$ cat src/adcc_defines.svh
`ifndef ADCC_DEFINES_SVH
`define ADCC_DEFINES_SVH

// register byte offsets
`define ADCC_OFS_CTRL_A 8'h00
`define ADCC_OFS_CTRL_B 8'h04
`define ADCC_OFS_RES_LO 8'h08
`define ADCC_OFS_RES_HI 8'h0c
`define ADCC_OFS_IRQ_STAT 8'h10
`define ADCC_OFS_IRQ_CLR 8'h14
`define ADCC_OFS_IRQ_EN 8'h18

// conv_control_a fields
`define ADCC_A_START 7
`define ADCC_A_BUSY 6
`define ADCC_A_PWR 5
`define ADCC_A_FMT 4
`define ADCC_A_CH_HI 3
`define ADCC_A_CH_LO 0

// conv_control_b fields
`define ADCC_B_REF_HI 4
`define ADCC_B_REF_LO 3
`define ADCC_B_CLK_HI 2
`define ADCC_B_CLK_LO 0

// interrupt status / clear / enable fields
`define ADCC_IRQ_CONV 0
`define ADCC_IRQ_GLOBAL 1

// reset values, and the reference code that selects vdd
`define ADCC_CTRL_A_RST 8'h00
`define ADCC_CTRL_B_RST 8'h00
`define ADCC_REF_VDD_CODE 2'h1

// timing in converter clocks, and the result code width in bits
`define ADCC_SAMPLE_TICKS 4
`define ADCC_TOTAL_TICKS 16
`define ADCC_CODE_W 12

`endif

$ cat src/adcc_pkg.sv
package adcc_pkg;
    // gray-coded sequencer states along idle -> sample -> convert
    typedef enum logic [1:0] {
        ADCC_IDLE = 2'b00,
        ADCC_SAMPLE = 2'b01,
        ADCC_CONVERT = 2'b11
    } adcc_state_t;

    typedef logic [11:0] adcc_code_t;
    typedef logic [2:0] adcc_clksel_t;
endpackage

$ cat src/adcc_seq_if.sv
`timescale 1ns/10ps
`default_nettype none
interface adcc_seq_if;
    import adcc_pkg::*;
    logic start;
    logic abort;
    adcc_clksel_t clk_sel;
    adcc_code_t ain_code;
    logic done;
    adcc_code_t code;
    logic sampling;

    modport ctrl (output start, output abort, output clk_sel, output ain_code,
                  input done, input code, input sampling);
    modport seq (input start, input abort, input clk_sel, input ain_code,
                 output done, output code, output sampling);
endinterface
`default_nettype wire

$ cat src/adcc_conv_seq.sv
`timescale 1ns/10ps
`default_nettype none
`include "adcc_defines.svh"
module adcc_conv_seq (
    // clock, reset, freeze
    input wire logic clk_i,
    input wire logic rst_i,
    input wire logic ce_i,
    // link to the register side
    adcc_seq_if.seq sq
);
    import adcc_pkg::*;

    adcc_state_t state_r;
    logic [6:0] div_r;
    logic [3:0] tick_cnt_r;
    logic tick;
    logic done_r;
    adcc_code_t code_r;

    // terminal count of the divider for a select code, 2**sel - 1
    function automatic logic [6:0] div_mask(input adcc_clksel_t sel);
        div_mask = 7'((8'h01 << sel) - 8'h01);
    endfunction

    // converter clock enable; divider restarts with each conversion so timing is exact
    assign tick = (state_r != ADCC_IDLE) && (div_r == div_mask(sq.clk_sel));

    // divider
    always_ff @(posedge clk_i) begin
        if (rst_i) begin
            div_r <= 7'h00;
        end else if (ce_i) begin
            if (sq.abort || sq.start || tick) begin
                div_r <= 7'h00;
            end else if (state_r != ADCC_IDLE) begin
                div_r <= div_r + 7'h01;
            end
        end
    end

    // sample then convert, sixteen converter clocks in all
    always_ff @(posedge clk_i) begin
        if (rst_i) begin
            state_r <= ADCC_IDLE;
            tick_cnt_r <= 4'h0;
        end else if (ce_i) begin
            // start wins: the stored start bit still reads high in the start cycle
            if (sq.start) begin
                state_r <= ADCC_SAMPLE;
                tick_cnt_r <= 4'h0;
            end else if (sq.abort) begin
                state_r <= ADCC_IDLE;
                tick_cnt_r <= 4'h0;
            end else if (tick) begin
                tick_cnt_r <= tick_cnt_r + 4'h1;
                case (state_r)
                    ADCC_SAMPLE: begin
                        if (tick_cnt_r == 4'(`ADCC_SAMPLE_TICKS - 1)) begin
                            state_r <= ADCC_CONVERT;
                        end
                    end
                    ADCC_CONVERT: begin
                        if (tick_cnt_r == 4'(`ADCC_TOTAL_TICKS - 1)) begin
                            state_r <= ADCC_IDLE;
                        end
                    end
                    default: state_r <= ADCC_IDLE;
                endcase
            end
        end
    end

    // hold the input code at the end of sampling; it is an unsigned 12-bit value
    always_ff @(posedge clk_i) begin
        if (rst_i) begin
            code_r <= 12'h000;
        end else if (ce_i && !sq.abort && tick && state_r == ADCC_SAMPLE &&
                     tick_cnt_r == 4'(`ADCC_SAMPLE_TICKS - 1)) begin
            code_r <= sq.ain_code;
        end
    end

    // one-cycle completion pulse
    always_ff @(posedge clk_i) begin
        if (rst_i) begin
            done_r <= 1'b0;
        end else if (ce_i) begin
            done_r <= !sq.abort && tick && state_r == ADCC_CONVERT &&
                      tick_cnt_r == 4'(`ADCC_TOTAL_TICKS - 1);
        end
    end

    assign sq.done = done_r;
    assign sq.code = code_r;
    assign sq.sampling = (state_r == ADCC_SAMPLE);

    // checks
    a_sample_to_conv: assert property (@(posedge clk_i) disable iff (rst_i)
        ce_i && !sq.abort && !sq.start && tick && state_r == ADCC_SAMPLE && tick_cnt_r == 4'h3
        |=> state_r == ADCC_CONVERT)
        else $error("sampling did not end after four converter clocks");
    a_done_at_sixteen: assert property (@(posedge clk_i) disable iff (rst_i)
        $rose(done_r) |-> $past(tick_cnt_r) == 4'hf && $past(state_r) == ADCC_CONVERT)
        else $error("completion not after sixteen converter clocks");
    a_div_one_tick: assert property (@(posedge clk_i) disable iff (rst_i)
        state_r != ADCC_IDLE && sq.clk_sel == 3'h0 |-> tick)
        else $error("divide by one does not tick every cycle");
    c_full_conv: cover property (@(posedge clk_i) disable iff (rst_i) $rose(done_r));
endmodule
`default_nettype wire

$ cat src/adcc_top.sv
`timescale 1ns/10ps
`default_nettype none
`include "adcc_defines.svh"
module adcc_top (
    // clock, reset, freeze
    input wire logic clk_i,
    input wire logic rst_i,
    input wire logic ce_i,
    // wishbone classic slave
    input wire logic wb_cyc_i,
    input wire logic wb_stb_i,
    input wire logic wb_we_i,
    input wire logic [7:0] wb_adr_i,
    input wire logic [3:0] wb_sel_i,
    input wire logic [31:0] wb_dat_i,
    output logic [31:0] wb_dat_o,
    output logic wb_ack_o,
    // digitised level of the selected analog input
    input wire adcc_pkg::adcc_code_t ain_code_i,
    // analog front end control
    output logic power_en_o,
    output logic ref_vdd_o,
    output logic [3:0] channel_sel_o,
    output logic sampling_o,
    // interrupt
    output logic irq_o
);
    import adcc_pkg::*;

    adcc_seq_if sq ();

    logic ack_r;
    logic [31:0] dat_r;
    logic start_r;
    logic power_r;
    logic format_r;
    logic [3:0] chan_r;
    logic [1:0] ref_r;
    adcc_clksel_t clk_sel_r;
    logic busy_r;
    logic flag_r;
    logic conv_en_r;
    logic glob_en_r;
    logic [7:0] res_lo_r;
    logic [7:0] res_hi_r;
    logic irq_r;
    logic power_out_r;
    logic ref_vdd_r;
    logic [3:0] chan_out_r;
    logic samp_r;

    logic req;
    logic wr;
    logic wr_a;
    logic start_go;
    logic abort;
    logic [7:0] rd_byte;

    // one wait state: ack the cycle after the request, drop it right after
    assign req = wb_cyc_i && wb_stb_i && !ack_r;
    assign wr = req && wb_we_i && wb_sel_i[0];
    assign wr_a = wr && wb_adr_i == `ADCC_OFS_CTRL_A;

    // falling edge of the start bit begins a conversion, but only when powered
    assign start_go = wr_a && start_r && !wb_dat_i[`ADCC_A_START] &&
                      wb_dat_i[`ADCC_A_PWR] && power_r;
    // start held high or power removed keeps the converter reset
    assign abort = start_r || !power_r;

    assign sq.start = ce_i && start_go;
    assign sq.abort = abort;
    assign sq.clk_sel = clk_sel_r;
    assign sq.ain_code = ain_code_i;

    adcc_conv_seq u_seq (
        .clk_i (clk_i),
        .rst_i (rst_i),
        .ce_i (ce_i),
        .sq (sq)
    );

    // bus handshake
    always_ff @(posedge clk_i) begin
        if (rst_i) begin
            ack_r <= 1'b0;
        end else if (ce_i) begin
            ack_r <= req;
        end
    end

    // read mux; unmapped offsets read zero and their writes are dropped
    always_comb begin
        case (wb_adr_i)
            `ADCC_OFS_CTRL_A: rd_byte = {start_r, busy_r, power_r, format_r, chan_r};
            `ADCC_OFS_CTRL_B: rd_byte = {3'h0, ref_r, clk_sel_r};
            `ADCC_OFS_RES_LO: rd_byte = res_lo_r;
            `ADCC_OFS_RES_HI: rd_byte = res_hi_r;
            `ADCC_OFS_IRQ_STAT: rd_byte = {7'h00, flag_r};
            `ADCC_OFS_IRQ_EN: rd_byte = {6'h00, glob_en_r, conv_en_r};
            default: rd_byte = 8'h00;
        endcase
    end

    always_ff @(posedge clk_i) begin
        if (rst_i) begin
            dat_r <= 32'h0000_0000;
        end else if (ce_i && req) begin
            dat_r <= {24'h00_0000, rd_byte};
        end
    end

    // conv_control_a: 20 gives power on, right format off, channel zero
    always_ff @(posedge clk_i) begin
        if (rst_i) begin
            {start_r, power_r, format_r, chan_r} <= 7'h00;
        end else if (ce_i && wr_a) begin
            start_r <= wb_dat_i[`ADCC_A_START];
            power_r <= wb_dat_i[`ADCC_A_PWR];
            format_r <= wb_dat_i[`ADCC_A_FMT];
            chan_r <= wb_dat_i[`ADCC_A_CH_HI:`ADCC_A_CH_LO];
        end
    end

    // conv_control_b: reference and converter clock
    always_ff @(posedge clk_i) begin
        if (rst_i) begin
            ref_r <= 2'h0;
            clk_sel_r <= 3'h0;
        end else if (ce_i && wr && wb_adr_i == `ADCC_OFS_CTRL_B) begin
            ref_r <= wb_dat_i[`ADCC_B_REF_HI:`ADCC_B_REF_LO];
            clk_sel_r <= wb_dat_i[`ADCC_B_CLK_HI:`ADCC_B_CLK_LO];
        end
    end

    // interrupt enables
    always_ff @(posedge clk_i) begin
        if (rst_i) begin
            conv_en_r <= 1'b0;
            glob_en_r <= 1'b0;
        end else if (ce_i && wr && wb_adr_i == `ADCC_OFS_IRQ_EN) begin
            conv_en_r <= wb_dat_i[`ADCC_IRQ_CONV];
            glob_en_r <= wb_dat_i[`ADCC_IRQ_GLOBAL];
        end
    end

    // busy: set on accepted start, cleared by completion or converter reset
    always_ff @(posedge clk_i) begin
        if (rst_i) begin
            busy_r <= 1'b0;
        end else if (ce_i) begin
            if (start_go) begin
                busy_r <= 1'b1;
            end else if (sq.done || abort) begin
                busy_r <= 1'b0;
            end
        end
    end

    // sticky done flag; a completion in the clearing cycle still sets it
    always_ff @(posedge clk_i) begin
        if (rst_i) begin
            flag_r <= 1'b0;
        end else if (ce_i) begin
            if (sq.done) begin
                flag_r <= 1'b1;
            end else if (wr && wb_adr_i == `ADCC_OFS_IRQ_CLR &&
                         wb_dat_i[`ADCC_IRQ_CONV]) begin
                flag_r <= 1'b0;
            end
        end
    end

    // result split; format 0 left-justifies, format 1 right-justifies
    always_ff @(posedge clk_i) begin
        if (rst_i) begin
            res_lo_r <= 8'h00;
            res_hi_r <= 8'h00;
        end else if (ce_i && sq.done) begin
            if (format_r) begin
                res_hi_r <= {4'h0, sq.code[11:8]};
                res_lo_r <= sq.code[7:0];
            end else begin
                res_hi_r <= sq.code[11:4];
                res_lo_r <= {sq.code[3:0], 4'h0};
            end
        end
    end

    // registered outputs; the reference picks vdd only for code 01
    always_ff @(posedge clk_i) begin
        if (rst_i) begin
            irq_r <= 1'b0;
            power_out_r <= 1'b0;
            ref_vdd_r <= 1'b0;
            chan_out_r <= 4'h0;
            samp_r <= 1'b0;
        end else if (ce_i) begin
            irq_r <= flag_r && conv_en_r && glob_en_r;
            power_out_r <= power_r;
            ref_vdd_r <= (ref_r == `ADCC_REF_VDD_CODE);
            chan_out_r <= chan_r;
            samp_r <= sq.sampling;
        end
    end

    assign wb_ack_o = ack_r;
    assign wb_dat_o = dat_r;
    assign irq_o = irq_r;
    assign power_en_o = power_out_r;
    assign ref_vdd_o = ref_vdd_r;
    assign channel_sel_o = chan_out_r;
    assign sampling_o = samp_r;

    // checks
    a_start_sets_busy: assert property (@(posedge clk_i) disable iff (rst_i)
        ce_i && start_go |=> busy_r)
        else $error("busy not set after start");
    a_done_clears_busy: assert property (@(posedge clk_i) disable iff (rst_i)
        ce_i && sq.done |=> !busy_r && flag_r)
        else $error("completion did not drop busy and raise flag");
    a_off_no_start: assert property (@(posedge clk_i) disable iff (rst_i)
        ce_i && !power_r && !busy_r |=> !busy_r)
        else $error("busy raised while powered down");
    a_power_aborts: assert property (@(posedge clk_i) disable iff (rst_i)
        ce_i && !power_r |=> !busy_r && !sq.done)
        else $error("conversion continued while powered down");
    a_irq_gate: assert property (@(posedge clk_i) disable iff (rst_i)
        ce_i |=> irq_o == ($past(flag_r) && $past(conv_en_r) && $past(glob_en_r)))
        else $error("interrupt output does not follow flag and both enables");
    a_ref_select: assert property (@(posedge clk_i) disable iff (rst_i)
        ce_i && ref_r != 2'h1 |=> !ref_vdd_o)
        else $error("supply reference chosen for a code other than 01");
    a_fmt_right: assert property (@(posedge clk_i) disable iff (rst_i)
        ce_i && sq.done && format_r |=> res_hi_r[7:4] == 4'h0 &&
        res_lo_r == $past(sq.code[7:0]))
        else $error("right-justified result split wrong");
    a_set_wins: assert property (@(posedge clk_i) disable iff (rst_i)
        ce_i && sq.done && wr && wb_adr_i == 8'h14 |=> flag_r)
        else $error("completion lost against clear");
    a_busy_span: assert property (@(posedge clk_i) disable iff (rst_i)
        ce_i && start_go && clk_sel_r == 3'h0 ##1 (ce_i && !wr)[*8] |-> busy_r)
        else $error("busy dropped before the conversion could end");
    a_abort_clears_busy: assert property (@(posedge clk_i) disable iff (rst_i)
        ce_i && abort && !start_go |=> !busy_r)
        else $error("busy survived a converter reset");
    a_irq_low_off: assert property (@(posedge clk_i) disable iff (rst_i)
        ce_i && !glob_en_r |=> !irq_o)
        else $error("interrupt raised with the global enable low");
    a_ref_vdd_on: assert property (@(posedge clk_i) disable iff (rst_i)
        ce_i && ref_r == `ADCC_REF_VDD_CODE |=> ref_vdd_o)
        else $error("supply reference not chosen for code 01");

    // flag and result handling
    a_flag_clear: assert property (@(posedge clk_i) disable iff (rst_i)
        ce_i && !sq.done && wr && wb_adr_i == `ADCC_OFS_IRQ_CLR &&
        wb_dat_i[`ADCC_IRQ_CONV] |=> !flag_r)
        else $error("flag not cleared by a write of one");
    a_flag_hold: assert property (@(posedge clk_i) disable iff (rst_i)
        ce_i && flag_r && !(wr && wb_adr_i == `ADCC_OFS_IRQ_CLR) |=> flag_r)
        else $error("flag dropped without a clear");
    a_fmt_left: assert property (@(posedge clk_i) disable iff (rst_i)
        ce_i && sq.done && !format_r |=> res_lo_r[3:0] == 4'h0 &&
        res_hi_r == $past(sq.code[11:4]))
        else $error("left-justified result split wrong");

    // bus handshake, dropped writes and freeze
    a_ack_one_cycle: assert property (@(posedge clk_i) disable iff (rst_i)
        ce_i && ack_r |=> !ack_r)
        else $error("acknowledge held longer than one cycle");
    a_ack_after_req: assert property (@(posedge clk_i) disable iff (rst_i)
        ce_i && req |=> ack_r)
        else $error("request not acknowledged in the next cycle");
    a_no_ack_idle: assert property (@(posedge clk_i) disable iff (rst_i)
        ce_i && !(wb_cyc_i && wb_stb_i) |=> !ack_r)
        else $error("acknowledge without a request");
    a_sel_drop_write: assert property (@(posedge clk_i) disable iff (rst_i)
        ce_i && req && wb_we_i && !wb_sel_i[0] |=> $stable(ref_r) &&
        $stable(clk_sel_r) && $stable(power_r) && $stable(conv_en_r))
        else $error("write with the low byte lane off changed a register");
    a_freeze_state: assert property (@(posedge clk_i) disable iff (rst_i)
        !ce_i |=> $stable(busy_r) && $stable(flag_r) && $stable(ack_r))
        else $error("state moved while the clock enable was low");

    // registered copies on the front end pins
    a_power_copy: assert property (@(posedge clk_i) disable iff (rst_i)
        ce_i |=> power_en_o == $past(power_r))
        else $error("power output does not follow the enable bit");
    a_chan_copy: assert property (@(posedge clk_i) disable iff (rst_i)
        ce_i |=> channel_sel_o == $past(chan_r))
        else $error("channel output does not follow the channel field");
    a_samp_copy: assert property (@(posedge clk_i) disable iff (rst_i)
        ce_i |=> sampling_o == $past(sq.sampling))
        else $error("sampling output does not follow the sequencer");
    c_fmt_left: cover property (@(posedge clk_i) disable iff (rst_i) ce_i && sq.done && !format_r);
    c_start: cover property (@(posedge clk_i) disable iff (rst_i) ce_i && start_go);
    c_irq: cover property (@(posedge clk_i) disable iff (rst_i) $rose(irq_o));
    c_abort: cover property (@(posedge clk_i) disable iff (rst_i) busy_r && abort && ce_i);
endmodule
`default_nettype wire
$ cat config.mk
export PLATFORM = sky130hd
export DESIGN_NAME = adcc_top
export DESIGN_NICKNAME = d
export VERILOG_FILES = /design/src/adcc_pkg.sv /design/src/adcc_seq_if.sv /design/src/adcc_conv_seq.sv /design/src/adcc_top.sv
export VERILOG_INCLUDE_DIRS = /design/src
export SDC_FILE = /design/constraint.sdc
export NUM_CORES = 1
export LEC_CHECK = 0
export BUFFER_PORTS_ARGS = -buffer_cell sky130_fd_sc_hd__buf_2
export CAP_MARGIN = 25
export CORE_ASPECT_RATIO = 0.7
export CORE_UTILIZATION = 50
export CTS_BUF_LIST = sky130_fd_sc_hd__clkbuf_4
export DETAILED_ROUTE_END_ITERATION = 10
export PLACE_DENSITY = 0.76
export SYNTH_ARGS = -nofsm -noshare
export SYNTH_HDL_FRONTEND = slang
export SYNTH_HIERARCHICAL = 1
export SYNTH_SLANG_ARGS = --single-unit
$ cat constraint.sdc
create_clock -name clk_i -period 2.3 [get_ports clk_i]
set_input_delay 0.23 -clock clk_i [delete_from_list [all_inputs] [get_ports clk_i]]
set_output_delay 0.23 -clock clk_i [all_outputs]
set_load 0.05 [all_outputs]
==> reports/results.ini <==
[clock_network]
htree_levels = 3
cts_tree = yes
cts_hold_buf = 0
root_buffer = clkbuf_4
clock_path_buffers = 2
clk_latency_ns = 0.44
clock-sinks = 75
cts_buffers = 9
clk_pin_slew_ns = 0.12

[worst_setup_path]
path_delay_family = simple AND/OR/NAND/NOR gates
cp_cell_sequence = and4b_1 > nand3_1 > nor3_1 > nor2_1 > nand3_1 > o21ai_0 > nor4b_1 > a211oi_1
r2r_end = u_seq/state_r[1]
cpMaxStageDelayCell = nor3_1
cp-startpoint = wb_ack_o
cp_num_buf_inv = 0
worstSetupPathType = register to register
critPathLaunchType = register
crit_top_cell = nand3_1
worstPathArrival_ns = 2.51
required_ns = 2.60
timing.rr.start = wb_ack_o
slowest_delay_ns = 0.46
path_depth = 8
crit_end = u_seq/state_r[1]
endpoint_kind = register
r2r_slack_ns = 0.09
crit_path_max_fanout = 7
reg2regPathDepth = 8

[global_routing]
grtUsageTotal = 0.248
grt_pass1_vias = 3145
grt_max_degree = 43
grt_pass1_wl_um = 15400
antenna_found_initial = 0
grt_overflow = 0

[drt]
viasPerCell = 5.95
drtIter0Drc = 300
ant_nets = 0
wl_per_cell_um = 15.7
num_vias = 3670
drt_wl_total_um = 9690
dr.pass1.iters = 7
drc = 0

[final_layout]
multi_input_area_um2 = 2100
final_nets = 578
seqCellArea_um2 = 1500
num_antenna_cells = 0
drive_gt1_frac = 0.191
nFillCells = 690
area_growth_pct = 11.8

[sta]
rsz0062_at_grt = false
final.min_clock_period_ns = 2.21
worstMarginPinSlew_ns = 0.755
slew_violations = 0
max_freq_mhz = 453
fin_worst_skew_ns = 0.0147
fin_ws_ns = 0.0902
hold_viol = 0
slew_headroom = 0.496
fin_crit_sh = 0.961
setup_violations = 0
final.setup.tns_ns = 0

[floorplanning]
dieArea_um2 = 8120
core_area_um2 = 7420
num_rows = 26
start_util = 0.523
die_h_um = 75.7
die_w_um = 107
io_pins = 103

[power]
cellLeakagePower_nw = 1.59
powerDensity_nw_per_um2 = 564
peakVddDrop_v = 0.000380

[logic_synthesis]
synth_top_area_share = 0.387
synth_seq_area_share = 0.387
ys_ff_latch = 75
yosys.cell_count.top_type = dfxtp_1
async_flop_share = 0
synth_common_cells = 75 x dfxtp_1, 45 x a21oi_1, 36 x nand3_1
synth_cell_types = 64
synth_top_cell_by_area = dfxtp_1
ys_warn_count = 6
synth_top_cells_by_area = dfxtp_1 39%, mux2i_1 6.2%, a21oi_1 5.8%
synth_flop_cell = dfxtp_1
synthCells = 466
netlist_area_um2 = 3880
synth_edf_count = 0
syn_area_per_cell_um2 = 8.32

[place]
place_hpwl_um = 6850
portBuffers = 50
gp_congestion = 0.864
place_ws_ns = 0.129

[worst_hold_path]
hold_start = ain_code_i[11]
min_path_type = primary input to register

[run]
maxCapViolations = 0

[run_status]
outcome = complete, no violations

-- cell families after synthesis --
kind of cell / Yosys count / share of synthesized area
mux: 26 / 0.0735
other cells: 1 / 0.000967
xor+xnor: 5 / 0.0113
fa+ha+maj: 2 / 0.00645
simple gates: 163 / 0.227
compound gates: 130 / 0.200
buf+inv: 64 / 0.0929
flops: 75 / 0.387
-- worst min-delay path, cell delays in order --
cell	delay, ns
buf_2	0.10
nand3_1	0.06
a21oi_1	0.06
-- where the power goes --
part / leakage [nW] / total [mW] / switching (mW) / internal [mW]
Clock: 0.0885 / 0.929 / 0.467 / 0.462
Sequential: 0.604 / 1.30 / 0.000488 / 1.30
Combinational: 0.895 / 0.219 / 0.169 / 0.0493
-- metrics by stage --
stage / total power, mW / utilization / area, µm² / instances / hold WS, ns
2_1_floorplan: 1.52 / - / 3970 / 489 / 0.382
3_3_place_gp: 1.54 / 0.561 / 4160 / 599 / 0.435
3_5_place_dp: 1.54 / 0.562 / 4170 / 600 / 0.443
4_1_cts: 2.46 / 0.584 / 4330 / 616 / 0.0202
5_1_grt: 2.54 / 0.585 / 4340 / 617 / 0.0135
6_report: 2.45 / 0.585 / 4340 / 617 / 0.0386
-- timing repair --
action	4_1_cts	5_1_grt
endpoints found under the setup margin	0	5
gates resized for setup	0	1
buffers inserted	0	1
-- registers in the layout (all words and copies together), names as in the netlist, 2 cells and up --
| name | count |
|---|---|
| chan_r | 4 |
| channel_sel_o | 4 |
| clk_sel_r | 3 |
| ref_r | 2 |
| res_hi_r | 8 |
| res_lo_r | 8 |
| u_seq/div_r | 7 |
| u_seq/sq.code | 12 |
| u_seq/state_r | 2 |
| u_seq/tick_cnt_r | 4 |
| wb_dat_o | 8 |
-- worst min-delay path by stage --
stage | end | slack, ns | cells past startpoint
6_report | u_seq/sq.code[11] | 0.04 | 3
5_1_grt | u_seq/sq.code[11] | 0.01 | 3
4_1_cts | u_seq/sq.code[10] | 0.02 | 3
3_5_place_dp | wb_dat_o[5] | 0.44 | 2
3_3_place_gp | wb_dat_o[3] | 0.44 | 2
2_1_floorplan | chan_r[0] | 0.38 | 2
-- metal layers --
| layer | share of wire | global-route usage | vias to the layer above | wire length [µm] |
|---|---|---|---|---|
| met2 | 0.43 | 0.373 | 161 | 4180 |
| met1 | 0.47 | 0.340 | 1755 | 4510 |
| met4 | 0.014 | 0.0868 | 0 | 136 |
| li1 | - | - | 1738 | - |
| met5 | 0 | 0 | - | 0 |
| met3 | 0.089 | 0.0753 | 16 | 866 |
-- area by class of cell --
class / count / area share
clock buffer: 11 / 0.0190
clock inverter: 5 / 0.0179
inverter: 6 / 0.00519
multi-input combinational: 350 / 0.485
sequential: 75 / 0.347
tap: 98 / 0.0283
timing repair buffer: 72 / 0.0981
-- cells in the final DEF, fill, tap and decap left out, types with 8 or more instances in the layout --
| master | n |
|---|---|
| a211oi_1 | 14 |
| a21oi_1 | 45 |
| buf_2 | 51 |
| buf_4 | 20 |
| clkbuf_4 | 11 |
| conb_1 | 24 |
| dfxtp_1 | 74 |
| mux2i_1 | 24 |
| nand2_1 | 32 |
| nand3_1 | 36 |
| nand3b_1 | 8 |
| nand4_1 | 9 |
| nor2_1 | 31 |
| o21ai_0 | 27 |
| o21ai_1 | 18 |
Power figures use the tool's default switching activity.
